$ cat src/verilog/timer_flag_pkg.sv
// Purpose: Constants for the timer status-flag and bus access unit
// Assumes: AXI4-Lite slave, 32-bit data, one register per aligned word
// Notes: Flag positions are shared by status, enable and clear registers
package timer_flag_pkg;
	localparam logic [7:0] OFS_STATUS = 8'h00;
	localparam logic [7:0] OFS_IRQ_EN = 8'h04;
	localparam logic [7:0] OFS_CNT0_HI = 8'h08;
	localparam logic [7:0] OFS_CNT0_LO = 8'h0c;
	localparam logic [7:0] OFS_CAP_HI = 8'h10;
	localparam logic [7:0] OFS_CAP_LO = 8'h14;
	localparam logic [7:0] OFS_OFFSET_BASE = 8'h18;
	localparam logic [7:0] OFS_GENERAL = 8'h1c;
	localparam logic [7:0] OFS_OCMP_HI = 8'h20;
	localparam logic [7:0] OFS_OCMP_LO = 8'h24;
	localparam logic [7:0] OFS_CYCLE = 8'h28;
	localparam logic [7:0] OFS_DOWN = 8'h2c;
	localparam logic [7:0] OFS_START = 8'h30;
	localparam logic [7:0] OFS_FREE_RUN = 8'h34;
	localparam logic [7:0] OFS_INTERVAL = 8'h38;
	localparam logic [7:0] OFS_CLEAR = 8'h3c;

	localparam int NUM_FLAGS = 9;
	localparam int FLG_CAPTURE = 0;
	localparam int FLG_CAP_CMP = 1;
	localparam int FLG_MATCH_GEN = 2;
	localparam int FLG_MATCH_OCMP = 3;
	localparam int FLG_MATCH_CYC = 4;
	localparam int FLG_OVF32 = 5;
	localparam int FLG_OVF16 = 6;
	localparam int FLG_UNDERFLOW = 7;
	localparam int FLG_INTERVAL = 8;
	localparam logic [8:0] DMA_CLR_MASK = 9'h00b;

	localparam int START_CNT0 = 0;
	localparam int START_FREE = 1;
	localparam int START_DOWN = 2;
	localparam int ITV_DMA_BIT = 0;
	localparam int ITV_EN_LSB = 4;
	localparam int ITV_CNT_LSB = 10;

	localparam logic [31:0] CNT32_MAX = 32'hffffffff;
	localparam logic [15:0] CNT16_MAX = 16'hffff;
	localparam logic [15:0] DOWN_LAST = 16'h0001;
	localparam logic [15:0] RST_CYCLE = 16'hffff;
	localparam logic [31:0] RST_OCMP = 32'hffffffff;
	localparam logic [15:0] RST_GENERAL = 16'hffff;
	localparam logic [1:0] RESP_OKAY = 2'h0;
	localparam logic [1:0] RESP_SLVERR = 2'h2;
endpackage : timer_flag_pkg

$ cat src/verilog/edge_if.sv
// Purpose: Carries one outside pin level and its synchronised rise pulse
// Assumes: Pin is asynchronous to the system clock
// Notes: One instance per pin
`timescale 1ns/100ps
interface edge_if;
	logic pin;
	logic rise;
	modport det (input pin, output rise);
	modport use_side (output pin, input rise);
endinterface : edge_if

$ cat src/verilog/edge_sync.sv
// Purpose: Two-flop synchroniser with rising-edge pulse
// Assumes: Pin held at least two system clocks per level
// Notes: Rise pulse is one clock wide, two edges after the pin rises
`timescale 1ns/100ps
module edge_sync (
	input wire logic i_clk,
	input wire logic i_rst,
	edge_if.det port
);
	logic meta_r;
	logic sync_r;
	logic prev_r;

	// First flop feeds only the second
	always_ff @(posedge i_clk or posedge i_rst) begin
		if (i_rst) begin
			meta_r <= 1'b0;
			sync_r <= 1'b0;
			prev_r <= 1'b0;
		end else begin
			meta_r <= port.pin;
			sync_r <= meta_r;
			prev_r <= sync_r;
		end
	end

	assign port.rise = sync_r & ~prev_r;
endmodule : edge_sync

$ cat src/verilog/timer_flag_unit.sv
// Purpose: Timer status flags, interrupt lines and split bus access
// Assumes: Counter, capture and down-count clocks arrive as pins
// Notes: Channel functions outside this block only send events here
//
// Local design decisions: register access over AXI4-Lite and the address map.
`timescale 1ns/100ps
module timer_flag_unit import timer_flag_pkg::*; (
	input wire logic I_CLK_SYS,
	input wire logic I_SYS_RST,
	input wire logic I_AXI_AWVALID,
	output logic O_AXI_AWREADY,
	input wire logic [7:0] I_AXI_AWADDR,
	input wire logic I_AXI_WVALID,
	output logic O_AXI_WREADY,
	input wire logic [31:0] I_AXI_WDATA,
	input wire logic [3:0] I_AXI_WSTRB,
	output logic O_AXI_BVALID,
	input wire logic I_AXI_BREADY,
	output logic [1:0] O_AXI_BRESP,
	input wire logic I_AXI_ARVALID,
	output logic O_AXI_ARREADY,
	input wire logic [7:0] I_AXI_ARADDR,
	output logic O_AXI_RVALID,
	input wire logic I_AXI_RREADY,
	output logic [31:0] O_AXI_RDATA,
	output logic [1:0] O_AXI_RRESP,
	input wire logic I_CAPTURE_PIN,
	input wire logic I_COUNT_CLK_PIN,
	input wire logic I_DOWN_CLK_PIN,
	input wire logic I_ONESHOT_CLR,
	input wire logic I_DMA_CLR,
	output logic O_DMA_REQ,
	output logic [8:0] O_IRQ_LINES,
	output logic O_IRQ
);

	edge_if cap_if ();
	edge_if cnt_if ();
	edge_if down_if ();
	assign cap_if.pin = I_CAPTURE_PIN;
	assign cnt_if.pin = I_COUNT_CLK_PIN;
	assign down_if.pin = I_DOWN_CLK_PIN;

	edge_sync u_cap_sync (.i_clk(I_CLK_SYS), .i_rst(I_SYS_RST), .port(cap_if));
	edge_sync u_cnt_sync (.i_clk(I_CLK_SYS), .i_rst(I_SYS_RST), .port(cnt_if));
	edge_sync u_down_sync (.i_clk(I_CLK_SYS), .i_rst(I_SYS_RST),
		.port(down_if));

	// Bus slave state
	logic aw_ok_r;
	logic w_ok_r;
	logic [7:0] aw_addr_r;
	logic [31:0] w_data_r;
	logic [3:0] w_strb_r;
	logic bvalid_r;
	logic [1:0] bresp_r;
	logic rvalid_r;
	logic [31:0] rdata_r;
	logic [1:0] rresp_r;
	logic wr_go;
	logic rd_go;
	logic [7:0] rd_addr;
	logic word16;
	logic wr_mapped;
	logic [31:0] rd_nxt;
	logic rd_mapped;

	// Timer state
	logic [NUM_FLAGS-1:0] status_r;
	logic [NUM_FLAGS-1:0] seen_r;
	logic [NUM_FLAGS-1:0] irq_en_r;
	logic [NUM_FLAGS-1:0] set_v;
	logic [NUM_FLAGS-1:0] clr_v;
	logic [31:0] cnt0_r;
	logic [31:0] cnt0_nxt;
	logic [15:0] cnt0_wbuf_r;
	logic [15:0] cnt0_rbuf_r;
	logic [31:0] cap_r;
	logic [15:0] cap_rbuf_r;
	logic [15:0] offset_base_r;
	logic [15:0] general_r;
	logic [31:0] ocmp_r;
	logic [15:0] ocmp_wbuf_r;
	logic [15:0] cycle_r;
	logic [15:0] free_r;
	logic [15:0] down_r;
	logic armed_r;
	logic clr_pend_r;
	logic [23:0] start_r;
	logic start_pend_r;
	logic [7:0] start3_data_r;
	logic [7:0] itv_r;
	logic tick0;
	logic tick1;
	logic dtick;
	logic capture;
	logic match_gen;
	logic match_ocmp;
	logic match_cyc;
	logic ovf32;
	logic ovf16;
	logic interval;
	logic [3:0] itv_rise;
	logic dma_en;

	assign O_AXI_AWREADY = ~aw_ok_r;
	assign O_AXI_WREADY = ~w_ok_r;
	assign O_AXI_ARREADY = ~rvalid_r;
	assign O_AXI_BVALID = bvalid_r;
	assign O_AXI_BRESP = bresp_r;
	assign O_AXI_RVALID = rvalid_r;
	assign O_AXI_RDATA = rdata_r;
	assign O_AXI_RRESP = rresp_r;

	assign wr_go = aw_ok_r & w_ok_r & ~bvalid_r;
	assign rd_go = I_AXI_ARVALID & ~rvalid_r;
	assign rd_addr = {I_AXI_ARADDR[7:2], 2'b00};
	assign word16 = (w_strb_r[1:0] == 2'b11);

	always_ff @(posedge I_CLK_SYS or posedge I_SYS_RST) begin
		if (I_SYS_RST) begin
			aw_ok_r <= 1'b0;
			aw_addr_r <= 8'h00;
		end else if (I_AXI_AWVALID && !aw_ok_r) begin
			aw_ok_r <= 1'b1;
			aw_addr_r <= {I_AXI_AWADDR[7:2], 2'b00};
		end else if (wr_go) begin
			aw_ok_r <= 1'b0;
		end
	end

	always_ff @(posedge I_CLK_SYS or posedge I_SYS_RST) begin
		if (I_SYS_RST) begin
			w_ok_r <= 1'b0;
			w_data_r <= 32'h00000000;
			w_strb_r <= 4'h0;
		end else if (I_AXI_WVALID && !w_ok_r) begin
			w_ok_r <= 1'b1;
			w_data_r <= I_AXI_WDATA;
			w_strb_r <= I_AXI_WSTRB;
		end else if (wr_go) begin
			w_ok_r <= 1'b0;
		end
	end

	always_comb begin
		case (aw_addr_r)
			OFS_STATUS, OFS_IRQ_EN, OFS_CNT0_HI, OFS_CNT0_LO, OFS_GENERAL,
			OFS_OCMP_HI, OFS_OCMP_LO, OFS_CYCLE, OFS_DOWN, OFS_START,
			OFS_FREE_RUN, OFS_INTERVAL, OFS_CLEAR: wr_mapped = 1'b1;
			// Capture and offset base take no writes
			default: wr_mapped = 1'b0;
		endcase
	end

	always_ff @(posedge I_CLK_SYS or posedge I_SYS_RST) begin
		if (I_SYS_RST) begin
			bvalid_r <= 1'b0;
			bresp_r <= RESP_OKAY;
		end else if (wr_go) begin
			bvalid_r <= 1'b1;
			bresp_r <= wr_mapped ? RESP_OKAY : RESP_SLVERR;
		end else if (I_AXI_BREADY) begin
			bvalid_r <= 1'b0;
		end
	end

	// Read mux; unused bits read zero
	always_comb begin
		rd_nxt = 32'h00000000;
		rd_mapped = 1'b1;
		case (rd_addr)
			OFS_STATUS: rd_nxt[8:0] = status_r;
			OFS_IRQ_EN: rd_nxt[8:0] = irq_en_r;
			OFS_CNT0_HI: rd_nxt[15:0] = cnt0_r[31:16];
			OFS_CNT0_LO: rd_nxt[15:0] = cnt0_rbuf_r;
			OFS_CAP_HI: rd_nxt[15:0] = cap_r[31:16];
			OFS_CAP_LO: rd_nxt[15:0] = cap_rbuf_r;
			OFS_OFFSET_BASE: rd_nxt[15:0] = offset_base_r;
			OFS_GENERAL: rd_nxt[15:0] = general_r;
			OFS_OCMP_HI: rd_nxt[15:0] = ocmp_r[31:16];
			OFS_OCMP_LO: rd_nxt[15:0] = ocmp_r[15:0];
			OFS_CYCLE: rd_nxt[15:0] = cycle_r;
			OFS_DOWN: rd_nxt[15:0] = down_r;
			OFS_START: rd_nxt[31:8] = start_r;
			OFS_FREE_RUN: rd_nxt[15:0] = free_r;
			OFS_INTERVAL: rd_nxt[15:8] = itv_r;
			OFS_CLEAR: rd_nxt = 32'h00000000;
			default: rd_mapped = 1'b0;
		endcase
	end

	always_ff @(posedge I_CLK_SYS or posedge I_SYS_RST) begin
		if (I_SYS_RST) begin
			rvalid_r <= 1'b0;
			rdata_r <= 32'h00000000;
			rresp_r <= RESP_OKAY;
		end else if (rd_go) begin
			rvalid_r <= 1'b1;
			rdata_r <= rd_nxt;
			rresp_r <= rd_mapped ? RESP_OKAY : RESP_SLVERR;
		end else if (I_AXI_RREADY) begin
			rvalid_r <= 1'b0;
		end
	end

	// Events
	assign tick0 = cnt_if.rise & start_r[16 + START_CNT0];
	assign tick1 = cnt_if.rise & start_r[16 + START_FREE];
	assign dtick = down_if.rise & start_r[16 + START_DOWN];
	assign capture = cap_if.rise;
	assign cnt0_nxt = cnt0_r + 32'h00000001;
	assign match_ocmp = tick0 & (cnt0_r == ocmp_r);
	assign match_gen = tick1 & (free_r == general_r);
	assign match_cyc = tick1 & (free_r == cycle_r);
	assign ovf32 = tick0 & (cnt0_r == CNT32_MAX);
	assign ovf16 = tick1 & (free_r == CNT16_MAX);
	assign itv_rise = ~cnt0_r[ITV_CNT_LSB +: 4] & cnt0_nxt[ITV_CNT_LSB +: 4];
	assign interval = tick0 & |(itv_rise & itv_r[ITV_EN_LSB +: 4]);
	assign dma_en = itv_r[ITV_DMA_BIT];

	always_comb begin
		set_v = '0;
		set_v[FLG_CAPTURE] = capture;
		set_v[FLG_CAP_CMP] = capture | match_gen | match_ocmp | match_cyc;
		set_v[FLG_MATCH_GEN] = match_gen;
		set_v[FLG_MATCH_OCMP] = match_ocmp;
		set_v[FLG_MATCH_CYC] = match_cyc;
		set_v[FLG_OVF32] = ovf32;
		set_v[FLG_OVF16] = ovf16;
		set_v[FLG_UNDERFLOW] = dtick & armed_r;
		set_v[FLG_INTERVAL] = interval;
	end

	always_comb begin
		clr_v = '0;
		if (wr_go && aw_addr_r == OFS_STATUS && word16) begin
			clr_v = seen_r & ~w_data_r[8:0];
		end
		if (wr_go && aw_addr_r == OFS_CLEAR && word16) begin
			clr_v = clr_v | w_data_r[8:0];
		end
		if (I_DMA_CLR && dma_en) begin
			clr_v = clr_v | DMA_CLR_MASK;
		end
		if (dtick && clr_pend_r) begin
			clr_v[FLG_UNDERFLOW] = 1'b1;
		end
	end

	// Set beats clear in the same cycle so no event is lost
	always_ff @(posedge I_CLK_SYS or posedge I_SYS_RST) begin
		if (I_SYS_RST) begin
			status_r <= '0;
		end else begin
			status_r <= (status_r & ~clr_v) | set_v;
		end
	end

	// Remembers which set flags software has read
	always_ff @(posedge I_CLK_SYS or posedge I_SYS_RST) begin
		if (I_SYS_RST) begin
			seen_r <= '0;
		end else if (rd_go && rd_addr == OFS_STATUS) begin
			seen_r <= (seen_r | status_r) & ~clr_v;
		end else begin
			seen_r <= seen_r & ~clr_v;
		end
	end

	always_ff @(posedge I_CLK_SYS or posedge I_SYS_RST) begin
		if (I_SYS_RST) begin
			irq_en_r <= '0;
		end else if (wr_go && aw_addr_r == OFS_IRQ_EN && word16) begin
			irq_en_r <= w_data_r[8:0];
		end
	end

	assign O_IRQ_LINES = status_r & irq_en_r;
	assign O_IRQ = |O_IRQ_LINES;
	assign O_DMA_REQ = dma_en & (status_r[FLG_CAPTURE] |
		status_r[FLG_MATCH_OCMP]);

	// 32-bit counter: bus load beats counting
	always_ff @(posedge I_CLK_SYS or posedge I_SYS_RST) begin
		if (I_SYS_RST) begin
			cnt0_r <= 32'h00000000;
		end else if (wr_go && aw_addr_r == OFS_CNT0_LO && word16) begin
			cnt0_r <= {cnt0_wbuf_r, w_data_r[15:0]};
		end else if (tick0) begin
			cnt0_r <= cnt0_nxt;
		end
	end

	always_ff @(posedge I_CLK_SYS or posedge I_SYS_RST) begin
		if (I_SYS_RST) begin
			cnt0_wbuf_r <= 16'h0000;
			ocmp_wbuf_r <= 16'h0000;
		end else if (wr_go && word16) begin
			if (aw_addr_r == OFS_CNT0_HI) begin
				cnt0_wbuf_r <= w_data_r[15:0];
			end
			if (aw_addr_r == OFS_OCMP_HI) begin
				ocmp_wbuf_r <= w_data_r[15:0];
			end
		end
	end

	// Lower halves frozen at the upper-half read for coherent pairs
	always_ff @(posedge I_CLK_SYS or posedge I_SYS_RST) begin
		if (I_SYS_RST) begin
			cnt0_rbuf_r <= 16'h0000;
			cap_rbuf_r <= 16'h0000;
		end else if (rd_go) begin
			if (rd_addr == OFS_CNT0_HI) begin
				cnt0_rbuf_r <= cnt0_r[15:0];
			end
			if (rd_addr == OFS_CAP_HI) begin
				cap_rbuf_r <= cap_r[15:0];
			end
		end
	end

	always_ff @(posedge I_CLK_SYS or posedge I_SYS_RST) begin
		if (I_SYS_RST) begin
			cap_r <= 32'h00000000;
			offset_base_r <= 16'h0000;
		end else if (capture) begin
			cap_r <= cnt0_r;
			offset_base_r <= cnt0_r[15:0];
		end
	end

	// Capture wins over a bus write in the same cycle
	always_ff @(posedge I_CLK_SYS or posedge I_SYS_RST) begin
		if (I_SYS_RST) begin
			general_r <= RST_GENERAL;
		end else if (capture) begin
			general_r <= cnt0_r[15:0];
		end else if (wr_go && aw_addr_r == OFS_GENERAL && word16) begin
			general_r <= w_data_r[15:0];
		end
	end

	always_ff @(posedge I_CLK_SYS or posedge I_SYS_RST) begin
		if (I_SYS_RST) begin
			ocmp_r <= RST_OCMP;
		end else if (wr_go && aw_addr_r == OFS_OCMP_LO && word16) begin
			ocmp_r <= {ocmp_wbuf_r, w_data_r[15:0]};
		end
	end

	always_ff @(posedge I_CLK_SYS or posedge I_SYS_RST) begin
		if (I_SYS_RST) begin
			cycle_r <= RST_CYCLE;
		end else if (wr_go && aw_addr_r == OFS_CYCLE && word16) begin
			cycle_r <= w_data_r[15:0];
		end
	end

	always_ff @(posedge I_CLK_SYS or posedge I_SYS_RST) begin
		if (I_SYS_RST) begin
			free_r <= 16'h0000;
		end else if (wr_go && aw_addr_r == OFS_FREE_RUN && word16) begin
			free_r <= w_data_r[15:0];
		end else if (tick1) begin
			free_r <= free_r + 16'h0001;
		end
	end

	// Down-counter sticks at zero instead of wrapping
	always_ff @(posedge I_CLK_SYS or posedge I_SYS_RST) begin
		if (I_SYS_RST) begin
			down_r <= 16'h0000;
		end else if (I_ONESHOT_CLR) begin
			down_r <= 16'h0000;
		end else if (wr_go && aw_addr_r == OFS_DOWN && word16) begin
			down_r <= w_data_r[15:0];
		end else if (dtick && down_r != 16'h0000) begin
			down_r <= down_r - 16'h0001;
		end
	end

	// Underflow is flagged one down-count pulse after reaching zero
	always_ff @(posedge I_CLK_SYS or posedge I_SYS_RST) begin
		if (I_SYS_RST) begin
			armed_r <= 1'b0;
			clr_pend_r <= 1'b0;
		end else if (I_ONESHOT_CLR) begin
			armed_r <= 1'b0;
			clr_pend_r <= 1'b1;
		end else if (dtick) begin
			armed_r <= (down_r == DOWN_LAST);
			clr_pend_r <= 1'b0;
		end
	end

	// Start bytes: upper pair now, third byte one cycle later
	always_ff @(posedge I_CLK_SYS or posedge I_SYS_RST) begin
		if (I_SYS_RST) begin
			start_r <= 24'h000000;
			start_pend_r <= 1'b0;
			start3_data_r <= 8'h00;
		end else begin
			start_pend_r <= 1'b0;
			if (start_pend_r) begin
				start_r[7:0] <= start3_data_r;
			end
			if (wr_go && aw_addr_r == OFS_START) begin
				if (w_strb_r[3]) begin
					start_r[23:16] <= w_data_r[31:24];
				end
				if (w_strb_r[2]) begin
					start_r[15:8] <= w_data_r[23:16];
				end
				if (w_strb_r[1]) begin
					start_pend_r <= 1'b1;
					start3_data_r <= w_data_r[15:8];
				end
			end
		end
	end

	// Byte-only register: only the upper lane of the low half counts
	always_ff @(posedge I_CLK_SYS or posedge I_SYS_RST) begin
		if (I_SYS_RST) begin
			itv_r <= 8'h00;
		end else if (wr_go && aw_addr_r == OFS_INTERVAL && w_strb_r[1]) begin
			itv_r <= w_data_r[15:8];
		end
	end
endmodule : timer_flag_unit

$ cat config.mk
export PLATFORM = sky130hd
export DESIGN_NAME = timer_flag_unit
export DESIGN_NICKNAME = d
export VERILOG_FILES = /design/src/verilog/timer_flag_pkg.sv /design/src/verilog/edge_if.sv /design/src/verilog/edge_sync.sv /design/src/verilog/timer_flag_unit.sv
export SDC_FILE = /design/constraint.sdc
export NUM_CORES = 1
export LEC_CHECK = 0
export BUFFER_PORTS_ARGS = -buffer_cell sky130_fd_sc_hd__clkbuf_2
export CORE_UTILIZATION = 45
export CTS_BUF_LIST = sky130_fd_sc_hd__clkbuf_4 sky130_fd_sc_hd__clkbuf_8
export DETAILED_ROUTE_END_ITERATION = 6
export PLACE_DENSITY_LB_ADDON = 0.3
export SLEW_MARGIN = 5
export SYNTH_ARGS = -nofsm -noshare
export SYNTH_HDL_FRONTEND = slang
export SYNTH_SLANG_ARGS = --single-unit
$ cat constraint.sdc
create_clock -name I_CLK_SYS -period 12.8 [get_ports I_CLK_SYS]
set_input_delay 0.64 -clock I_CLK_SYS [delete_from_list [all_inputs] [get_ports I_CLK_SYS]]
set_output_delay 0.64 -clock I_CLK_SYS [all_outputs]
set_load 0.05 [all_outputs]
Word level (Yosys, flattened, before mapping)
Memory sizes are Yosys's and may differ from the RTL's. Cells that the tools add are included.

Register bits: 401. ROM bits: 64. Bits of input ports: 64. Output and inout port bits: 52. Logic and storage cells: 209. Memories: 1.

$add $sub $neg: 3. Equality and inequality tests: 34. Mux-type cells: 35. Bitwise operators: 41. Reduce and logical (&&, ||, !) cells: 53.

Memory list: (name not given) (depth 64, width 1, read ports 1, clocked after Yosys merged registers in 0, write ports 0, line timer_flag_unit.sv:147) `case (aw_addr_r)`.

Operators by type and width (count): $mux 16 (8); $pmux 8 s13 (1); $eq 6x4->1 const B (16); $pmux 7 s13 (1); $mux 32 (2); $and 9x9->9 (5); $add 32x1->32 const B (1); $eq 16x16->1 (2); $eq 32x32->1 (1); $eq 32x32->1 const B (1); $eq 6x3->1 const B (5); $logic_and 1x1->1 (28); $mux 9 (3); $or 9x9->9 (3); $eq 6x2->1 const B (4); $not 9->9 (2); $and 1x1->1 (17); $add 16x1->16 const B (1); $eq 16x1->1 const B (1); $eq 16x16->1 const B (1); $logic_not 8->1 (2); $mux 1 (16); $reduce_bool 16->1 (1); $reduce_bool 2->1 (8); other kinds (17) (36).

Longest topological paths before layout
Gate-level depths: netlist of run 1.

Word-level depth: 11. Depth in mapped cells: 9. Depth with buffers taken out: 7.

Modules after synthesis
A second synthesis of run 1 with hierarchy kept.

Cells, all modules: 1661. Area, all modules: 18464.0 µm².

By module, submodules not included: timer_flag_unit (times used 1, cells each 1646, area an instance 18186.2 µm², sequential area each 9439.1 µm²); edge_sync (times used 3, cells each 5, area an instance 92.6 µm², sequential area each 75.1 µm²).

Worst setup path after synthesis of run 1
OpenSTA, ideal clock, no wires.

Path kind: reg-to-output. From: reg status_r[5]. To: out O_IRQ. Arrival: 2.144 ns. Required time: 12.160 ns. Slack: 10.016 ns. Stages on the path, launching flop included: 5. Path buffers: 0. Path through: dfrtp_1 and2_1 or2_2 or4_1 or4_1.

Word-level cells in the longest chain between the ends: 2.

RTL lines: start: declaration (line timer_flag_unit.sv:69) `logic [NUM_FLAGS-1:0] status_r;`; start signal: assignment (line timer_flag_unit.sv:256) `status_r <= (status_r & ~clr_v) | set_v;`; $and 9x9->9 (line timer_flag_unit.sv:279) `assign O_IRQ_LINES = status_r & irq_en_r;`; via O_IRQ_LINES[5] (line timer_flag_unit.sv:33) `output logic [8:0] O_IRQ_LINES,`; $reduce_or 9->1 (line timer_flag_unit.sv:280) `assign O_IRQ = |O_IRQ_LINES;`; end: declaration (line timer_flag_unit.sv:34) `output logic O_IRQ`.

The timed path passes the listed nets, and every way through them passes these cells.

Final worst setup path of run 1
From: reg status_r[5]. To: out O_IRQ.

Word-level cells in the longest chain between the ends: 2.

RTL lines (line): $and 9x9->9 (timer_flag_unit.sv:279); $reduce_or 9->1 (timer_flag_unit.sv:280).

Every way passes these cells.

==> results.toml, run 1 <==
[global_routing]
grt_pass1_vias = 12900
grt_pass1_wl_um = 81700
grtUsageTotal_pct = 26.3
antenna_found_initial = 0
overflow = 0
grt_start_max_net_pins = 186

[route]
ant_nets = 0
route.detailed.drc = 1
drtPass1Iterations = 7
wl_per_cell_um = 23.8
viasPerCell = 5.82
wl_um = 54900
drt-initial-drc-count = 1550
num_vias = 13400

[timing]
period_minus_slack_ps = 3350
worst_slack_ps = 9450
max_clock_freq_ghz = 0.299
hold_viol = 0
fin_skew_ps = 33.5
drv_slew = 0
final.setup.tns_ps = 0
worst-slew-pin-transition_ps = 1360
post-route-period-util_pct = 26.1
setup-violations-final = 0
relSlewSlack_pct = 8.49
grt_setup_unrepaired = "no"

[floorplan]
start_util_pct = 45.6
rows = 74
die_w_um = 206
die_y_um = 206
dieArea_um2 = 42300
num_io_pins = 116
core_area_um2 = 40900

[clock_network]
clk_latency_ps = 620
clock-root-buffer = "clkbuf_8"
cts_max_level = 3
cts_tree = "done"
clkSlewWorstSetupHoldPaths_ps = 60
cts_setup_buffers = 0
cts.sinks = 383
cts-hold-fix-buffers = 0
cts_resized = 0
cts_inserted_buffers = 68
clockBufferDepth = 3

[worst_setup_path]
crit_chain = "and2_1, or2_2, or4_1, or4_1, clkbuf_2"
rrSetupSlack_ps = 10240
start_kind = "register"
worst_path_largest_cell_delay_ps = 490
path_class = "reg -> out"
critPathRequiredTime_ps = 12160
crit_fanout = 4
cp_data_arrival_time_ps = 2710
endpoint_kind = "primary output"
ff2ff_path_depth = 7
crit_slowest_cell = "or4_1"
crit_path_frequent_cell = "or4_1"
rr_endpoint = "cnt0_r[24]$_DFFE_PP0P_"
r2r-start = "cnt0_r[0]$_DFFE_PP0P_"

[status]
violations = "DRC"
status = "finished, violations left"

[layout]
finalNonFillerCells = 2309
utilization_pct = 51.2
fillerInstances = 3649
multi_input_area_um2 = 8400
stdcell_area_um2 = 21000
seqCellArea_um2 = 9660
nNetsFinal = 1794
layout-drive-gt1-share_pct = 33.0
area_growth_pct = 12.3

[placed_design]
place_congestion = 0.955
portBuffers = 109
dpl.cell_count = 2183
dpl_cell_area_um2 = 19500
pre_cts_ws_ps = 9200
dpl.hpwl_um = 37900

[synthesis]
syn_area_per_cell_um2 = 11.3
syn_inst = 1653
ys_seq_elements = 383
synth_seq_area_share_pct = 51.7
async_reset_ff_share_pct = 100
syn_area_um2 = 18700
synth_area_leaders = "dfrtp_1 (43%), mux2_2 (12%), dfstp_2 (9.0%), nand2_1 (5.0%), xnor2_1 (4.1%)"
synth_cell_type_count = 73
synth_edf_count = 0
synth_top_area_share_pct = 42.7
synth_area_leader_cell = "dfrtp_1"
yosysWarnings = 0
synthFlopType = "dfrtp_1"

[hold_path]
hold_path.class = "in -> reg"
min_path_cells = 1
hp-start = "I_DOWN_CLK_PIN"
hold_end = "u_down_sync.meta_r$_DFF_PP0_"

[power]
p_per_area_nw_per_um2 = 174
total_leakage_power_nw = 9.63
ir_drop_uv = 137

[run]
drv_cap = 0
## layout make-up
cell class              instances  share of cell area, %
flip-flops and latches        383                   46.1
multi-input cells            1121                   40.1
inverters                      23                  0.447
clock buffers                 120                   6.83
clock inverters                 5                  0.179
well taps                     532                   3.17
diodes                          1                 0.0119
repair buffers                124                   3.20
## registers in the layout, indices dropped and copies added, names as in the netlist, 4 cells and up
signal         count
start3_data_r      8
ocmp_wbuf_r       16
general_r         16
cnt0_rbuf_r       16
cycle_r           16
w_data_r          32
cnt0_wbuf_r       16
cnt0_r            32
aw_addr_r          6
status_r           9
w_strb_r           4
cap_r             32
down_r            16
ocmp_r            32
seen_r             9
cap_rbuf_r        16
O_AXI_RDATA       32
itv_r              8
irq_en_r           9
start_r           24
free_r            16
## per-layer routing
layer | GRT usage, % | wire length [um] | vias up | part of all wire [%]
met2 | 40.4 | 25400 | 515 | 46
li1 | - | - | 5952 | -
met3 | 5.40 | 4340 | 109 | 7.9
met1 | 37.0 | 23700 | 6869 | 43
met5 | 0 | 0 | - | 0
met4 | 8.76 | 1400 | 0 | 2.6
## kinds of logic after synthesis
group | share of synthesized area, %
other | 0.0201
adder cells (fa/ha/maj) | 0.603
XOR/XNOR | 5.67
multiplexers | 17.4
buffers and inverters | 3.56
AND/OR/NAND/NOR | 13.6
flip-flops | 51.7
AO/OA/AOI/OAI | 7.48
## cells in the final DEF (no fill, tap or decap), types with 13 or more instances in the layout
master and count:
dfrtp_1 319, nand2_1 250, mux2_2 200, clkbuf_2 109, xnor2_1 88, o21ai_0 87, clkbuf_8 85, dfstp_2 64
nand3_1 52, nor2_1 44, mux2i_1 38, clkbuf_4 35, xor2_1 33, a22o_1 29, nand4_1 29, nor3_1 24
a22oi_1 23, inv_1 22, mux4_2 19, a21oi_1 18, buf_4 14, and2_1 13
## per-stage QoR
stage / hold slack, ps / power [mW]
6_report: 138 / 3.66
5_1_grt: 115 / 3.82
4_1_cts: 111 / 3.67
3_5_place_dp: 335 / 2.46
3_3_place_gp: 333 / 2.44
2_1_floorplan: 331 / 2.20
## critical path, delay by kind of cell, from the launching register on
kind | cells | cell delay (ps)
flops | 1 | 450
simple gates | 4 | 1410
buf+inv | 1 | 250
## cells in the mapped netlist (29+ instances only)
master    count
dfrtp_1     319
nand2_1     250
mux2_2      200
xnor2_1      88
o21ai_0      87
clkbuf_1     66
dfstp_2      64
nand3_1      53
buf_2        45
nor2_1       44
mux2i_1      38
xor2_1       33
a22o_1       29
nand4_1      29
## report_power, final
group / internal (mW) / leakage [nW] / switching (mW) / total (mW)
Clock: 0.701 / 0.785 / 0.504 / 1.20
Combinational: 0.309 / 3.89 / 0.331 / 0.641
Sequential: 1.46 / 4.95 / 0.354 / 1.81
## worst max path at each step
stage                          startpoint                    endpoint  slack (ps)
finish              status_r[5]$_DFF_PP0_                       O_IRQ        9450
global route        status_r[5]$_DFF_PP0_                       O_IRQ        9400
CTS                 status_r[5]$_DFF_PP0_                       O_IRQ        9450
detailed placement        I_AXI_ARADDR[2]  O_AXI_RDATA[7]$_DFFE_PP0P_        9200
global placement          I_AXI_ARADDR[2]  O_AXI_RDATA[7]$_DFFE_PP0P_        9160
floorplan                       I_SYS_RST  O_AXI_BRESP[1]$_DFFE_PP0N_        1620
Power figures use the tool's default switching activity.
==> inputs of run 2 (changes only) <==
Settings changed: ABC_AREA set to 1.
Clock period 12.8 ns to 3.2 ns, I/O delays scaled along.
==> results.toml, run 2 <==
[clock_network]
clockBufferDepth = 3
cts.sinks = 383
clk_latency_ps = 660
cts_resized = 0
cts_tree = "done"
clock-root-buffer = "clkbuf_8"
cts_inserted_buffers = 71
cts_max_level = 3
clkSlewWorstSetupHoldPaths_ps = 60

[worst_setup_path]
start_kind = "register"
critPathRequiredTime_ps = 3700
cp_data_arrival_time_ps = 2990
endpoint_kind = "register"
path_class = "reg -> reg"
crit_fanout = 20

[route]
drtPass1Iterations = 6
ant_nets = 0
wl_per_cell_um = 20.1
drt-initial-drc-count = 1753
route.detailed.drc = 0
wl_um = 64200
num_vias = 17300
viasPerCell = 5.40

[global_routing]
antenna_found_initial = 0
grt_start_max_net_pins = 109
grt_pass1_vias = 16800
grtUsageTotal_pct = 30.3
overflow = 0
grt_pass1_wl_um = 98800

[layout]
nNetsFinal = 2671
insertedDiodeCount = 0
fillerInstances = 3952
mostFrequentLayoutCell = "nand2_1"
layout-drive-gt1-share_pct = 15.2
area_growth_pct = 17.5
final_cell_mix = "nand2_1 (788), dfrtp_1 (319), o21ai_0 (291), inv_1 (222), nor2_1 (216)"

[power]
total_leakage_power_nw = 10.6
ir_drop_uv = 501
p_per_area_nw_per_um2 = 657

[synthesis]
ys_top_cells_by_count = "nand2_1 (789), dfrtp_1 (319), o21ai_0 (291), inv_1 (223), nor2_1 (217)"
yosysWarnings = 0
synth_area_leaders = "dfrtp_1 (42%), nand2_1 (16%), dfstp_2 (8.8%), o21ai_0 (7.6%), inv_1 (4.4%)"
synth_seq_area_share_pct = 50.6
async_reset_ff_share_pct = 100
synth_cell_type_count = 45
syn_area_um2 = 19100
synth_top_area_share_pct = 41.8
yosysMostFrequentCell = "nand2_1"
ys_seq_elements = 383
syn_area_per_cell_um2 = 7.87
synthFlopType = "dfrtp_1"
syn_inst = 2427
synth_area_leader_cell = "dfrtp_1"
synth_edf_count = 0

[timing]
relSlewSlack_pct = 38.8
fin_skew_ps = 45.0
worst_hold_slack_ps = 100
worst_slack_ps = 707
max_clock_freq_ghz = 0.401
setup-violations-final = 0
worst-slew-pin-transition_ps = 911
drv_slew = 0
hold_viol = 0
grt_setup_unrepaired = "no"
period_minus_slack_ps = 2490
post-route-period-util_pct = 77.9

[floorplan]
die_y_um = 208
rows = 75
core_area_um2 = 41900
die_w_um = 208
num_io_pins = 116
start_util_pct = 45.6
dieArea_um2 = 43300

[placed_design]
portBuffers = 109
pre_cts_ws_ps = 758
dpl.hpwl_um = 46300
place_congestion = 0.968

[hold_path]
hold_path.class = "in -> reg"

[run]
drv_cap = 0

[status]
status = "finished, final reports clean"
-- run 2: changes by cell type in the layout (fill, tap and decap cells not counted), moves of 27 or more --
cell,delta
nor2_1,+172
a22o_1,-27
nand2_1,+538
dlygate4sd3_1,+57
xnor2_1,-56
o21ai_0,+204
a21oi_1,+39
mux2i_1,-38
mux2_2,-173
inv_1,+200
nand3_1,+55
-- run 2: cell type report --
class | instances | area (um^2) | share of cell area [%]
inverters | 231 | 871 | 3.88
flip-flops and latches | 383 | 9660 | 43.1
repair buffers | 199 | 1410 | 6.30
clock buffers | 110 | 1400 | 6.24
well taps | 539 | 674 | 3.01
multi-input cells | 1712 | 8140 | 36.3
clock inverters | 21 | 279 | 1.24
-- run 2: kinds of logic after synthesis --
family / after synthesis / share of synthesized area, %
simple gates: 1196 / 25.6
compound gates: 410 / 11.6
flops: 383 / 50.6
buf+inv: 333 / 6.87
xor+xnor: 68 / 3.12
mux: 27 / 1.59
fa+ha+maj: 9 / 0.590
other cells: 1 / 0.0196
-- run 2: per-stage QoR --
step | util (%) | cells | TNS [ps] | power [mW] | cell area (um^2)
global route | 53.6 | 3195 | 0 | 15.4 | 22400
finish | 53.6 | 3195 | 0 | 14.7 | 22400
global placement | 48.2 | 3007 | 0 | 9.07 | 20200
CTS | 53.6 | 3195 | 0 | 14.8 | 22400
detailed placement | 48.2 | 3007 | 0 | 9.16 | 20200
floorplan | - | 2428 | -697970 | 7.97 | 19100
-- run 2: what timing repair did --
action,CTS,global route
hold buffers,57,0
endpoints found under the hold margin,78,0
setup buffers,0,0
-- run 2: critical path: stages, from the launching register on --
cell	delay (ps)
dfrtp_1	380
inv_1	110
nand3_4	160
nor2_4	360
nand3_1	470
nand2_1	220
inv_1	340
o21ai_0	190
o221ai_1	130
-- run 2: where the power goes --
group / switching, mW / internal, mW / total, mW
Sequential: 0.693 / 5.57 / 6.26
Clock: 2.21 / 3.30 / 5.50
Combinational: 2.13 / 0.848 / 2.98
-- run 2: path summary, 6_finish.rpt --
kind                                                  start                          end  slack (ps)  cells past startpoint
worst min-delay path                        I_AXI_ARADDR[6]   O_AXI_RRESP[1]$_DFFE_PP0P_         100                      4
worst min register to register  u_cnt_sync.meta_r$_DFF_PP0_  u_cnt_sync.sync_r$_DFF_PP0_         340                      0
worst max-delay path               O_AXI_BVALID$_DFFE_PP0P_        cnt0_r[7]$_DFFE_PP0P_         710                      8
worst max register to register     O_AXI_BVALID$_DFFE_PP0P_        cnt0_r[7]$_DFFE_PP0P_         710                      8
max in group asynchronous                         I_SYS_RST     O_AXI_RVALID$_DFFE_PP0P_        2030                      4
min in group asynchronous                         I_SYS_RST          aw_ok_r$_DFFE_PP0P_         140                      3
-- run 2: metal layers --
| metal | vias up | global-route usage (%) | wire (um) |
|---|---|---|---|
| met1 | 8258 | 40.9 | 27600 |
| met3 | 161 | 6.32 | 5100 |
| met2 | 723 | 46.4 | 28500 |
| met4 | 0 | 14.7 | 2990 |
| met5 | - | 0 | 0 |
| li1 | 8119 | - | - |
